===== src/phy_regs_pkg.sv =====
// Package with register map, field positions and carrier types for the partner and vendor registers.
package phy_regs_pkg;

	localparam logic [4:0] addr_partner_ability = 5'h05;
	localparam logic [4:0] addr_autoneg_expansion = 5'h06;
	localparam logic [4:0] addr_vendor_mode = 5'h10;

	localparam logic [15:0] partner_ability_reset = 16'h0000;
	localparam logic [15:0] expansion_reset = 16'h0000;
	localparam logic [15:0] vendor_mode_reset = 16'h0140;

	localparam int bit_next_page = 15;
	localparam int bit_ack = 14;
	localparam int bit_remote_fault = 13;
	localparam int tech_hi = 12;
	localparam int tech_lo = 5;
	localparam int sel_hi = 4;
	localparam int sel_lo = 0;
	localparam int bit_partner_can_autoneg = 0;
	localparam int bit_pol_disable = 5;
	localparam int bit_pol_inverted = 4;
	localparam int rsvd_hi = 3;
	localparam int rsvd_lo = 2;
	localparam int bit_bypass = 1;
	localparam int bit_clk_gating = 0;

	// Fixed bits 15:6 of the vendor register; they hold the reset pattern and are not writable.
	localparam logic [9:0] vendor_fixed_hi = 10'h005;

	localparam logic [4:0] sel_ieee_8023 = 5'h01;
	localparam logic [4:0] sel_ieee_8029 = 5'h02;
	localparam logic [4:0] sel_ieee_8025 = 5'h03;
	localparam logic [4:0] sel_ieee_1394 = 5'h04;

	typedef struct packed {
		logic next_page;
		logic ack;
		logic remote_fault;
		logic [7:0] tech;
		logic [4:0] selector;
	} base_page_s;

	typedef struct packed {
		logic polarity_correction_disable;
		logic forced_polarity;
		logic coding_sublayer_bypass;
		logic receive_clock_gating;
	} vendor_ctrl_s;

	typedef struct packed {
		logic rd;
		logic wr;
		logic [4:0] addr;
		logic [15:0] wdata;
	} mgmt_req_s;

	typedef enum logic [1:0] {
		speed_10 = 2'b00,
		speed_100 = 2'b01,
		speed_other = 2'b10
	} speed_e;

endpackage


===== src/phy_autoneg_partner_and_vendor_regs.sv =====
// Partner base page, expansion and vendor mode registers of the PHY management set.
// Function
// - Read-only partner ability register at 0x05.
// - Bit 15 shows partner next page capable.
// - Bit 14 shows partner page received.
// - Bit 13 shows partner remote fault.
// - Bits 12:5 hold partner technology abilities.
// - Bits 4:0 hold partner selector code.
// - Expansion register 0x06, bit 0 partner autoneg.
// - Vendor register 0x10 resets to 0x0140.
// - Bit 5 disables automatic polarity correction.
// - Auto-invert reversed polarity in 10Base-T.
// - Bit 4 reads inversion status when enabled.
// - Bit 4 forces inversion when correction disabled.
// - Bits 3:2 reserved, read zero, preserved.
// - Bit 1 bypasses coding sublayer in 100Base-TX.
// - Bit 0 gates idle receive clock, 100Base-TX.
// - Loopback suppresses receive clock gating.
`timescale 1ns/1ps
`default_nettype none
module phy_autoneg_partner_and_vendor_regs
	import phy_regs_pkg::*;
(
	input wire logic clk,
	input wire logic rst_n,
	input wire mgmt_req_s mgmt_req,
	output logic [15:0] mgmt_rdata,
	output logic mgmt_rvalid,
	input wire logic page_valid,
	input wire base_page_s page_in,
	input wire logic autoneg_restart,
	input wire logic partner_autoneg_seen,
	input wire speed_e speed,
	input wire logic loopback_control,
	input wire logic rx_activity_pin,
	input wire logic reversed_polarity_pin,
	output logic receive_polarity_inverted,
	output logic pcs_bypass_active,
	output logic scrambler_bypass_active,
	output logic rx_clock_enable
);

	typedef struct packed {
		base_page_s partner;
		logic partner_can_autoneg;
		vendor_ctrl_s ctrl;
		logic [15:0] rdata;
		logic rvalid;
		logic bypass;
		logic clk_en;
	} regs_state_s;

	regs_state_s s_q;
	regs_state_s s_d;
	logic [1:0] rst_sync_q;
	logic rst_core_n;
	logic rx_activity;
	logic reversed_seen;
	logic invert;
	logic is_100tx;
	logic [15:0] vendor_view;

	// Reset release is synchronised so that every flop past these two leaves reset on the same edge.
	always_ff @(posedge clk or negedge rst_n) begin
		if (!rst_n) begin
			rst_sync_q <= 2'b00;
		end else begin
			rst_sync_q <= {rst_sync_q[0], 1'b1};
		end
	end

	// The release flops sit outside the state struct because they run on the raw reset.
	assign rst_core_n = rst_sync_q[1];

	sync_2ff u_sync_activity (
		.clk(clk),
		.rst_n(rst_core_n),
		.d(rx_activity_pin),
		.q(rx_activity)
	);

	sync_2ff u_sync_reversed (
		.clk(clk),
		.rst_n(rst_core_n),
		.d(reversed_polarity_pin),
		.q(reversed_seen)
	);

	polarity_detect u_polarity (
		.clk(clk),
		.rst_n(rst_core_n),
		.reversed_seen(reversed_seen),
		.is_10base_t(speed == speed_10),
		.correction_disable(s_q.ctrl.polarity_correction_disable),
		.forced_polarity(s_q.ctrl.forced_polarity),
		.invert(invert)
	);

	assign is_100tx = (speed == speed_100);

	// Fixed upper bits, live controls and zero reserved bits as software sees them.
	always_comb begin
		vendor_view = {vendor_fixed_hi, 6'h00};
		vendor_view[bit_pol_disable] = s_q.ctrl.polarity_correction_disable;
		vendor_view[bit_pol_inverted] = invert;
		vendor_view[rsvd_hi:rsvd_lo] = 2'b00;
		vendor_view[bit_bypass] = s_q.ctrl.coding_sublayer_bypass;
		vendor_view[bit_clk_gating] = s_q.ctrl.receive_clock_gating;
	end

	always_comb begin
		s_d = s_q;
		s_d.rvalid = 1'b0;

		// A restart forgets the old partner; a fresh page in the same cycle still lands.
		if (autoneg_restart) begin
			s_d.partner = base_page_s'(partner_ability_reset);
			s_d.partner_can_autoneg = 1'b0;
		end
		if (page_valid) begin
			s_d.partner.next_page = page_in.next_page;
			s_d.partner.ack = 1'b1;
			s_d.partner.remote_fault = page_in.remote_fault;
			s_d.partner.tech = page_in.tech;
			s_d.partner.selector = page_in.selector;
		end
		if (partner_autoneg_seen) begin
			s_d.partner_can_autoneg = 1'b1;
		end

		// Only the vendor register takes writes; other addresses ignore them.
		if (mgmt_req.wr && mgmt_req.addr == addr_vendor_mode) begin
			s_d.ctrl.polarity_correction_disable = mgmt_req.wdata[bit_pol_disable];
			if (mgmt_req.wdata[bit_pol_disable]) begin
				s_d.ctrl.forced_polarity = mgmt_req.wdata[bit_pol_inverted];
			end else begin
				s_d.ctrl.forced_polarity = 1'b0;
			end
			s_d.ctrl.coding_sublayer_bypass = mgmt_req.wdata[bit_bypass];
			s_d.ctrl.receive_clock_gating = mgmt_req.wdata[bit_clk_gating];
		end

		if (mgmt_req.rd) begin
			s_d.rvalid = 1'b1;
			case (mgmt_req.addr)
				addr_partner_ability: begin
					s_d.rdata = s_q.partner;
				end
				addr_autoneg_expansion: begin
					s_d.rdata = expansion_reset;
					s_d.rdata[bit_partner_can_autoneg] = s_q.partner_can_autoneg;
				end
				addr_vendor_mode: begin
					s_d.rdata = vendor_view;
				end
				default: begin
					s_d.rdata = 16'h0000;
				end
			endcase
		end

		// Bypass is acted on only in 100Base-TX; software keeps it to forced 100M.
		s_d.bypass = s_q.ctrl.coding_sublayer_bypass && is_100tx;
		// Gating drops the clock only while idle, and never in loopback.
		s_d.clk_en = !(s_q.ctrl.receive_clock_gating && is_100tx
			&& !loopback_control && !rx_activity);
	end

	always_ff @(posedge clk or negedge rst_core_n) begin
		if (!rst_core_n) begin
			s_q.partner <= base_page_s'(partner_ability_reset);
			s_q.partner_can_autoneg <= 1'b0;
			s_q.ctrl <= {vendor_mode_reset[bit_pol_disable], vendor_mode_reset[bit_pol_inverted],
				vendor_mode_reset[bit_bypass], vendor_mode_reset[bit_clk_gating]};
			s_q.rdata <= 16'h0000;
			s_q.rvalid <= 1'b0;
			s_q.bypass <= 1'b0;
			s_q.clk_en <= 1'b1;
		end else begin
			s_q.partner <= s_d.partner;
			s_q.partner_can_autoneg <= s_d.partner_can_autoneg;
			s_q.ctrl <= s_d.ctrl;
			s_q.rdata <= s_d.rdata;
			s_q.rvalid <= s_d.rvalid;
			s_q.bypass <= s_d.bypass;
			s_q.clk_en <= s_d.clk_en;
		end
	end

	assign mgmt_rdata = s_q.rdata;
	assign mgmt_rvalid = s_q.rvalid;
	assign receive_polarity_inverted = invert;
	assign pcs_bypass_active = s_q.bypass;
	assign scrambler_bypass_active = s_q.bypass;
	assign rx_clock_enable = s_q.clk_en;

endmodule // phy_autoneg_partner_and_vendor_regs
`default_nettype wire


===== src/polarity_detect.sv =====
// Receive polarity correction: decides whether received 10Base-T data is to be inverted.
`timescale 1ns/1ps
`default_nettype none
module polarity_detect
	import phy_regs_pkg::*;
(
	input wire logic clk,
	input wire logic rst_n,
	input wire logic reversed_seen,
	input wire logic is_10base_t,
	input wire logic correction_disable,
	input wire logic forced_polarity,
	output logic invert
);

	typedef struct packed {
		logic auto_inv;
	} pol_state_s;

	pol_state_s s_q;
	pol_state_s s_d;

	// The automatic decision follows the synchronised detector level in 10Base-T only.
	// It is cleared in other speeds, so a stale decision never outlives a speed change.
	always_comb begin
		s_d = s_q;
		if (correction_disable || !is_10base_t) begin
			s_d.auto_inv = 1'b0;
		end else begin
			s_d.auto_inv = reversed_seen;
		end
	end

	always_ff @(posedge clk or negedge rst_n) begin
		if (!rst_n) begin
			s_q <= '0;
		end else begin
			s_q <= s_d;
		end
	end

	assign invert = correction_disable ? forced_polarity : s_q.auto_inv;

endmodule // polarity_detect
`default_nettype wire


===== src/sync_2ff.sv =====
// Two flip-flop synchroniser for a level coming from outside the clock domain.
`timescale 1ns/1ps
`default_nettype none
module sync_2ff
	import phy_regs_pkg::*;
(
	input wire logic clk,
	input wire logic rst_n,
	input wire logic d,
	output logic q
);

	typedef struct packed {
		logic meta;
		logic sync;
	} sync_state_s;

	sync_state_s s_q;
	sync_state_s s_d;

	always_comb begin
		s_d.meta = d;
		s_d.sync = s_q.meta;
	end

	always_ff @(posedge clk or negedge rst_n) begin
		if (!rst_n) begin
			s_q <= '0;
		end else begin
			s_q <= s_d;
		end
	end

	assign q = s_q.sync;

endmodule // sync_2ff
`default_nettype wire


===== config.mk =====
export PLATFORM = sky130hd
export DESIGN_NAME = phy_autoneg_partner_and_vendor_regs
export DESIGN_NICKNAME = d
export VERILOG_FILES = /design/src/phy_regs_pkg.sv /design/src/phy_autoneg_partner_and_vendor_regs.sv /design/src/polarity_detect.sv /design/src/sync_2ff.sv
export SDC_FILE = /design/constraint.sdc
export NUM_CORES = 1
export LEC_CHECK = 0
export ABC_AREA = 1
export BUFFER_PORTS_ARGS = -buffer_cell sky130_fd_sc_hd__clkbuf_2
export CORE_ASPECT_RATIO = 0.9
export CORE_UTILIZATION = 45
export DETAILED_ROUTE_END_ITERATION = 16
export PLACE_DENSITY_LB_ADDON = 0.05
export SETUP_SLACK_MARGIN = 0.2
export SYNTH_ARGS = -nofsm -noshare
export SYNTH_HDL_FRONTEND = slang
export SYNTH_SLANG_ARGS = --single-unit

===== constraint.sdc =====
create_clock -name clk -period 1.9 [get_ports clk]
set_input_delay 0.095 -clock clk [delete_from_list [all_inputs] [get_ports clk]]
set_output_delay 0.095 -clock clk [all_outputs]
set_load 0.02 [all_outputs]

==> results of run 1 <==
layout make-up:
type / count / area, µm²
tap: 62 / 77.57
multi-input combinational: 119 / 634.4
sequential: 47 / 1179
timing repair buffer: 63 / 360.3
inverter: 28 / 105.1
clock inverter: 1 / 5.005
fill: 445 / 1994
clock buffer: 7 / 76.32
metal layers:
metal	wire length (µm)	vias up	global-route usage, %
met5	0	-	0
met4	52	0	5.769
met3	147	5	3.631
met2	1430	37	22.36
met1	2105	625	27.99
li1	-	754	-
tightest hold or removal path, stage by stage:
cell      delay (ns)
clkbuf_2        0.07
nand2_1         0.05
o21ai_2         0.05
worst paths after layout:
path / startpoint / to / cells past startpoint
min in group asynchronous: rst_n / rst_sync_q[0] / 2
max: s_q[22] / receive_polarity_inverted / 3
max in group asynchronous: rst_sync_q[1] / mgmt_rvalid / 1
min: page_in[10] / s_q[34] / 3
min reg2reg: rst_sync_q[1] / u_sync_activity.q / 0
max reg2reg: s_q[22] / mgmt_rdata[4] / 4
registers in the layout, summed over array words and instances (netlist names):
name / count
rst_sync_q: 2
u_polarity.s_q: 1
s_q: 21
u_sync_activity.q: 1
u_sync_activity.s_d: 1
mgmt_rdata: 16
rx_clock_enable: 1
u_sync_reversed.s_d: 1
pcs_bypass_active: 1
u_sync_reversed.q: 1
mgmt_rvalid: 1
stage by stage:
step           utilization (%)  power [W]
6_report                 55.00   0.001888
5_1_grt                  55.00   0.001984
4_1_cts                  55.00   0.001917
3_5_place_dp             51.81   0.001346
3_3_place_gp             51.81   0.001342
2_1_floorplan                -   0.001266
layout by cell type (no fill, tap or decap):
cell type / count
buf_12: 1
o21a_1: 1
a21oi_1: 2
clkbuf_2: 56
conb_1: 1
dlygate4sd3_1: 6
nor3_1: 3
nand3_2: 1
inv_1: 28
dfrtp_1: 45
or2_4: 1
nor2_4: 1
dfrtp_2: 1
clkbuf_1: 2
clkbuf_8: 5
nor3_4: 1
nor2_1: 6
nand2_4: 1
o21ai_2: 20
o21bai_1: 2
dfstp_2: 1
nor2_2: 1
nand2_1: 56
clkinv_2: 1
o21ai_0: 12
nand4_1: 1
nand3_1: 9
power by group:
| group | switching, W | leakage, nW | internal, W | total, W |
|---|---|---|---|---|
| combinational | 0.000136 | 0.642 | 0.0000896 | 0.000225 |
| sequential | 0.0000456 | 0.596 | 0.00106 | 0.00111 |
| clock | 0.000297 | 0.0422 | 0.000258 | 0.000555 |
cells by family after synthesis:
group                  Yosys count  synth area share, %
and+or+nand+nor                 81                17.44
AOI/OAI and AO/OA               37                12.87
buffers and inverters           51                12.93
DFF                             47                56.58
other                            1               0.1802
==> run_results.csv, run 1 <==
group,metric,value,unit
outcome,status,"finished, final reports clean",
clocking,htreeDepth,2,
die,rows,23,
placed_design,pre_cts_slack,0.8299,ns
yosys,seq_area_frac_synth,56.58,%
critical_path,critical_path_class,"reg -> out",
clocking,hold_buffers,6,
global_route,first_global_vias,1297,
die,core,0.004432,mm²
placed_design,port_buffers,56,
critical_path,r2r_setup_slack,0.93,ns
yosys,synth_edf_count,0,
sta,layout_setup_ws,0.6828,ns
sta,rsz0062_at_grt,"false",
route,vias,1421,
sta,setup_tns,0,ns
yosys,netlist_area,0.002081,mm²
yosys,avgSynthCellArea,9.589,µm²
clocking,insertion_delay,0.29,ns
yosys,ys.flop_type,"dfrtp_1",
critical_path,crit_chain,"o21a_1 > inv_1 > clkbuf_2",
power_and_ir_drop,p_per_area,774.8,mW/mm²
sta,timing.hold.ws,0.008070,ns
run,drv_cap,0,
yosys,yosys_warnings,0,
power_and_ir_drop,max-vdd-ir-drop,393.3,µV
critical_path,slowest_delay,0.42,ns
route,drt_iter0_drc,72,
route,ant_nets,0,
yosys,synth_area_leaders,"dfrtp_1 55%, nand2_1 10%, o21ai_2 8.4%, buf_4 6.1%, inv_1 5.1%",
clocking,cts_tree,"yes",
yosys,ys_ff_latch,47,
route,wl_per_cell,11.42,µm
sta,drv_slew,0,
sta,slew_headroom,65.94,%
critical_path,end_kind,"primary output",
critical_path,path_buf_inv,2,
sta,finalHoldViolations,0,
global_route,grt_max_degree,25,
clocking,cts_setup_buffers,0,
die,die-area,0.004900,mm²
clocking,cts-resized-gates,0,
final_layout,area_growth,17.14,%
sta,fmax,821.5,MHz
sta,worst_slew_pin_slew,0.5108,ns
sta,skew,0.004908,ns
yosys,async_flop_share,100.0,%
final_layout,fin_nets,313,
yosys,synthesis.nets,266,
power_and_ir_drop,p_leak,1.280,nW
clocking,path_clk_slew,0.08,ns
yosys,yosysTopAreaCell,"dfrtp_1",
placed_design,dp.cells,313,
route,drc,0,
clocking,cts_buffer_depth,2,
placed_design,place_congestion,0.8182,
sta,setup_violations,0,
sta,period_minus_slack,1.217,ns
global_route,grt_overflow,0,
route,firstDrtPassIters,4,
critical_path,worstPathMaxFanout,4,
hold_path,hold_path_class,"in -> reg",
critical_path,critPathRequiredTime,1.80,ns
placed_design,hpwl,2746,µm
die,initial_core_util,46.95,%
final_layout,antenna_cells,0,
critical_path,critPathTopFamily,"flip-flops",
clocking,cts_buffers,5,
die,die_w,73.68,µm
critical_path,setup.worst_path.start_class,"register",
critical_path,crit_slowest_cell,"dfrtp_1",
route,wirelength,3735,µm
route,routed_via_density,4.346,
yosys,synthDistinctLibCells,23,
yosys,yosysTopAreaCellShare,55.32,%
final_layout,final_cell_area,0.002437,mm²
placed_design,place_area,0.002296,mm²
yosys,synth_cells,217,
die,pin_count,70,
sta,finalCritPeriodShare,64.06,%
final_layout,drive_gt1_share,34.34,%
yosys,synth.most_common_cell,"nand2_1",
critical_path,crit_arrival,1.12,ns
clocking,ctsRootBufferMaster,"clkbuf_8",
final_layout,finalNonFillerCells,327,
global_route,grt_pass1_wl,6237,µm
clocking,cts_sinks,47,
global_route,grt_antenna_before_repair,0,
die,dieHeight,66.51,µm
global_route,track_usage,17.30,%
yosys,synthTopCellsByCount,"56 x nand2_1, 46 x dfrtp_1, 28 x inv_1",
(Power assumes the default switching activity.)
==> inputs of run 2 (changes only) <==
==> constraint.sdc (replaced) <==
create_clock -name clk -period 1.25 [get_ports clk]
set_input_delay 0.0625 -clock clk [delete_from_list [all_inputs] [get_ports clk]]
set_output_delay 0.0625 -clock clk [all_outputs]
set_load 0.02 [all_outputs]
==> run 2 against run 1 <==
Critical path depth increased by 1; non-clock buffer count increased by 25; sequential power increased by 51%; utilization increased by 6.1 points; combinational power increased by 100%; clock power increased by 93%; sequential share of layout area decreased by 4.8 points; via count increased by 6.1%; global-route usage increased by 1.6 points; cell count increased by 7.6%; wire length increased by 8.1%; flip-flop and latch count unchanged; critical path type unchanged; largest power group unchanged.
==> run_results.csv, run 2 (synthesis results as in run 1) <==
group,metric,value,unit
outcome,status,"finished, final reports clean",
die,dieHeight,66.51,µm
sta,period_minus_slack,1.137,ns
placed_design,place_congestion,0.8231,
critical_path,crit_chain,"nand2_1 > o21a_1 > inv_1 > clkbuf_8",
sta,fmax,879.1,MHz
global_route,grt_overflow,0,
final_layout,finalNonFillerCells,352,
clocking,ctsRootBufferMaster,"clkbuf_8",
power_and_ir_drop,p_leak,1.399,nW
route,wl_per_cell,11.47,µm
final_layout,layout_commonest_cell,"nand2_1",
critical_path,crit_slowest_cell,"dfrtp_1",
final_layout,area_growth,30.07,%
clocking,cts_buffer_depth,2,
final_layout,antenna_cells,0,
final_layout,drive_gt1_share,33.45,%
sta,setup_violations,0,
route,wirelength,4036,µm
placed_design,port_buffers,56,
clocking,path_clk_slew,0.07,ns
clocking,cts_sinks,47,
global_route,first_global_vias,1486,
global_route,grt_antenna_before_repair,0,
route,vias,1507,
power_and_ir_drop,p_per_area,1184,mW/mm²
final_layout,largest_reg_flops,21,
sta,skew,0.008752,ns
clocking,insertion_delay,0.30,ns
clocking,cts_tree,"yes",
critical_path,end_kind,"primary output",
route,drc,0,
sta,drv_slew,0,
power_and_ir_drop,max-vdd-ir-drop,798.4,µV
critical_path,critPathRequiredTime,1.19,ns
critical_path,worstPathMaxFanout,3,
die,initial_core_util,46.95,%
global_route,grt_pass1_wl,6831,µm
critical_path,slowest_delay,0.40,ns
sta,setup_tns,0,ns
critical_path,r2r_setup_slack,0.25,ns
final_layout,final_util,61.07,%
route,drt_iter0_drc,54,
critical_path,critPathTopFamily,"flip-flops",
clocking,htreeDepth,2,
sta,finalHoldViolations,0,
final_layout,final_cell_mix,"56 x nand2_1, 55 x clkbuf_2, 45 x dfrtp_1, 28 x inv_1, 25 x dlygate4sd3_1",
global_route,grt_max_degree,35,
die,die_w,73.68,µm
critical_path,crit_arrival,1.07,ns
global_route,track_usage,18.87,%
critical_path,setup.worst_path.start_class,"register",
run,drv_cap,0,
route,routed_via_density,4.281,
placed_design,hpwl,2716,µm
critical_path,critical_path_class,"reg -> out",
die,rows,23,
final_layout,top_register,"s_q",
critical_path,path_buf_inv,2,
route,ant_nets,0,
hold_path,hold_path_class,"in -> reg",
die,core,0.004432,mm²
clocking,cts_buffers,5,
placed_design,dp.cells,315,
die,pin_count,70,
route,firstDrtPassIters,4,
sta,rsz0062_at_grt,"true",
die,die-area,0.004900,mm²
sta,finalCritPeriodShare,91.00,%
final_layout,fin_nets,338,
==> run 2: cell types whose count changed in the layout (fill, tap and decap cells not counted), sizes merged <==
cell / before / now
clkinv: 1 / 0
dlygate4sd3: 6 / 25
buf: 1 / 7
bufinv: 0 / 1
==> run 2: final timing paths <==
check | cells past startpoint | start | end
worst max-delay path | 4 | s_q[22] | receive_polarity_inverted
worst min-delay path | 3 | mgmt_req[1] | s_q[20]
worst max register to register | 6 | s_q[22] | mgmt_rdata[5]
worst min register to register | 0 | rst_sync_q[1] | u_sync_activity.q
max in group asynchronous | 1 | rst_sync_q[1] | mgmt_rdata[1]
min in group asynchronous | 2 | rst_n | rst_sync_q[0]
==> run 2: metrics by stage <==
step | hold WS, ns | cell area, µm² | power, W | setup WS (ns)
floorplan | -0.2331 | 2082 | 0.001924 | 0.3845
global placement | -0.1488 | 2311 | 0.002047 | 0.2928
detailed placement | -0.1487 | 2311 | 0.002051 | 0.2791
CTS | 0.005770 | 2706 | 0.003232 | 0.1102
global route | 0.04958 | 2706 | 0.003343 | 0.08666
finish | 0.01334 | 2706 | 0.003204 | 0.1125
==> run 2: routing by layer <==
metal / part of all wire [%] / wire (µm) / vias to the layer above / track usage, %
li1: - / - / 799 / -
met1: 53 / 2121 / 664 / 27.20
met2: 43 / 1723 / 38 / 27.87
met3: 3.6 / 144 / 6 / 3.782
met4: 1.1 / 46 / 0 / 7.212
met5: 0 / 0 / - / 0
==> run 2: where the power goes <==
group          switching, W  internal [W]  leakage (nW)  total [W]
combinational      0.000238      0.000217         0.751   0.000455
clock              0.000476      0.000598        0.0524    0.00107
sequential        0.0000605       0.00161         0.596    0.00168
total              0.000774       0.00243          1.40    0.00320
==> run 2: area by class of cell <==
type,count,area (µm²)
tap,62,77.57
multi-input combinational,119,634.4
clock inverter,1,30.03
clock buffer,7,76.32
inverter,28,105.1
sequential,47,1179
timing repair buffer,88,604.3
fill,445,1725
==> run 2: worst reg2reg max path: stages (launching register included) <==
cell and delay [ns]:
dfrtp_1 0.40, buf_4 0.14, buf_4 0.12, inv_1 0.05
o21ai_0 0.08, nand2_1 0.06, nand2_1 0.04
==> run 2: what timing repair did <==
action                                 CTS  global route
buffers inserted                         4             0
cloned                                   0             0
resized for setup                        2             3
setup endpoints to repair                1             4
pin swaps                                1             0
hold buffers                            25             0
endpoints found under the hold margin   27             0
==> inputs of run 3 (changes only) <==
--- a/config.mk
+++ b/config.mk
@@ -10,7 +10,7 @@
 export CORE_ASPECT_RATIO = 0.9
 export CORE_UTILIZATION = 45
 export DETAILED_ROUTE_END_ITERATION = 16
-export PLACE_DENSITY_LB_ADDON = 0.05
+export PLACE_DENSITY = 0.73
 export SETUP_SLACK_MARGIN = 0.2
 export SYNTH_ARGS = -nofsm -noshare
 export SYNTH_HDL_FRONTEND = slang
==> run 3 against run 2 <==
Utilization rose by 0.59 points; power fell by 2.8%; cell count rose by 0.85%; largest power group unchanged; wire length rose by 3.5%; the run now ends with DRC left.
==> run_results.csv, run 3 (synthesis results as in run 1) <==
group,metric,value,unit
global_route,grt_overflow,0,
final_layout,fin_nets,341,
sta,period_minus_slack,1.155,ns
critical_path,critPathRequiredTime,1.19,ns
sta,timing.hold.ws,0.07404,ns
placed_design,pre_cts_slack,0.2833,ns
critical_path,worstPathMaxFanout,3,
final_layout,final_cell_mix,"56 x nand2_1, 54 x clkbuf_2, 45 x dfrtp_1, 28 x inv_1, 27 x dlygate4sd3_1",
critical_path,crit_arrival,1.09,ns
outcome,status,"finished, violations left",
clocking,htreeDepth,2,
power_and_ir_drop,max-vdd-ir-drop,538.1,µV
clocking,ctsRootBufferMaster,"clkbuf_8",
route,wirelength,4179,µm
clocking,cts_buffers,5,
route,ant_nets,0,
final_layout,finalNonFillerCells,355,
power_and_ir_drop,power_switching,0.0007818,W
die,initial_core_util,46.95,%
route,wl_per_cell,11.77,µm
critical_path,end_kind,"primary output",
route,vias,1582,
critical_path,critical_path_class,"reg -> out",
die,rows,23,
global_route,first_global_vias,1497,
sta,setup_tns,0,ns
global_route,grt_max_degree,26,
final_layout,drive_gt1_share,34.13,%
hold_path,hold_path_class,"in -> async",
power_and_ir_drop,p_per_area,1139,mW/mm²
final_layout,area_growth,31.33,%
final_layout,largest_reg_flops,21,
power_and_ir_drop,power.share.sequential,53.6,%
power_and_ir_drop,p_total,0.003113,W
sta,fmax,866.0,MHz
route,drc,2,
outcome,violations,"DRC",
sta,finalCritPeriodShare,92.38,%
power_and_ir_drop,p_int,0.002332,W
clocking,insertion_delay,0.30,ns
power_and_ir_drop,clkPwrFrac,31.8,%
die,dieHeight,66.51,µm
global_route,grt_antenna_before_repair,0,
route,drt_iter0_drc,116,
clocking,cts_tree,"yes",
critical_path,setup.worst_path.start_class,"register",
die,core,0.004432,mm²
power_and_ir_drop,p_comb_share,14.6,%
sta,layout_setup_ws,0.09523,ns
sta,skew,0.005103,ns
clocking,cts_sinks,47,
global_route,track_usage,19.11,%
placed_design,dp.cells,316,
final_layout,layout_commonest_cell,"nand2_1",
die,pin_count,70,
die,die_w,73.68,µm
power_and_ir_drop,p_leak,1.411,nW
placed_design,port_buffers,56,
die,die-area,0.004900,mm²
final_layout,top_register,"s_q",
clocking,path_clk_slew,0.08,ns
placed_design,hpwl,2790,µm
sta,rsz0062_at_grt,"true",
route,firstDrtPassIters,10,
global_route,grt_pass1_wl,6927,µm
clocking,cts_buffer_depth,2,
sta,finalHoldViolations,0,
placed_design,place_congestion,0.8591,
final_layout,antenna_cells,0,
sta,setup_violations,0,
sta,drv_slew,0,
power_and_ir_drop,sw_frac_of_total,25.11,%
route,routed_via_density,4.456,
run,drv_cap,0,
run 3: layout make-up:
cell class / count / area, µm²
inverters: 28 / 105.1
clock buffers: 8 / 100.1
multi-input cells: 120 / 644.4
well taps: 62 / 77.57
repair buffers: 90 / 626.9
fillers: 393 / 1699
flip-flops and latches: 47 / 1179
run 3: power by group through the flow:
stage / sequential [W] / clock, W / combinational, W
after CTS: 0.00167 / 0.00100 / 0.000446
after detailed placement: 0.00170 / 0 / 0.000352
after global placement: 0.00170 / 0 / 0.000344
after global routing: 0.00168 / 0.00107 / 0.000505
final: 0.00167 / 0.000991 / 0.000454
after floorplan: 0.00171 / 0 / 0.000217
run 3: stage by stage:
stage / cell area, µm² / util (%)
6_report: 2733 / 61.66
5_1_grt: 2733 / 61.66
4_1_cts: 2713 / 61.21
3_5_place_dp: 2318 / 52.32
3_3_place_gp: 2318 / 52.32
2_1_floorplan: 2082 / -
run 3: critical path, stage by stage (launching register included):
cell and delay [ns]:
dfrtp_1 0.40, o21a_1 0.21, inv_1 0.06, clkbuf_8 0.13
run 3: repair_timing:
item | 4_1_cts | 5_1_grt
hold buffers | 27 | 0
setup endpoints to repair | 1 | 7
gates cloned | 0 | 1
buffers inserted | 2 | 1
pin swaps | 1 | 2
endpoints found under the hold margin | 27 | 0
resized for setup | 2 | 6
run 3: path summary, 6_finish.rpt:
check,start,endpoint,slack (ns),depth (start not counted)
setup / recovery,s_q[22],receive_polarity_inverted,0.1,3
hold / removal,rst_n,rst_sync_q[1],0.07,2
setup reg to reg,s_q[22],mgmt_rdata[4],0.13,6
hold reg to reg,rst_sync_q[1],s_q[26],0.14,0
max in group asynchronous,rst_sync_q[1],mgmt_rdata[1],0.67,1
min in group clk,mgmt_req[22],mgmt_rvalid,0.10,2
run 3: layer usage:
metal / track usage, % / vias to the layer above / wire (µm)
li1: - / 805 / -
met1: 25.22 / 740 / 1995
met2: 31.08 / 33 / 1980
met3: 4.690 / 4 / 165
met4: 5.769 / 0 / 38
met5: 0 / - / 0
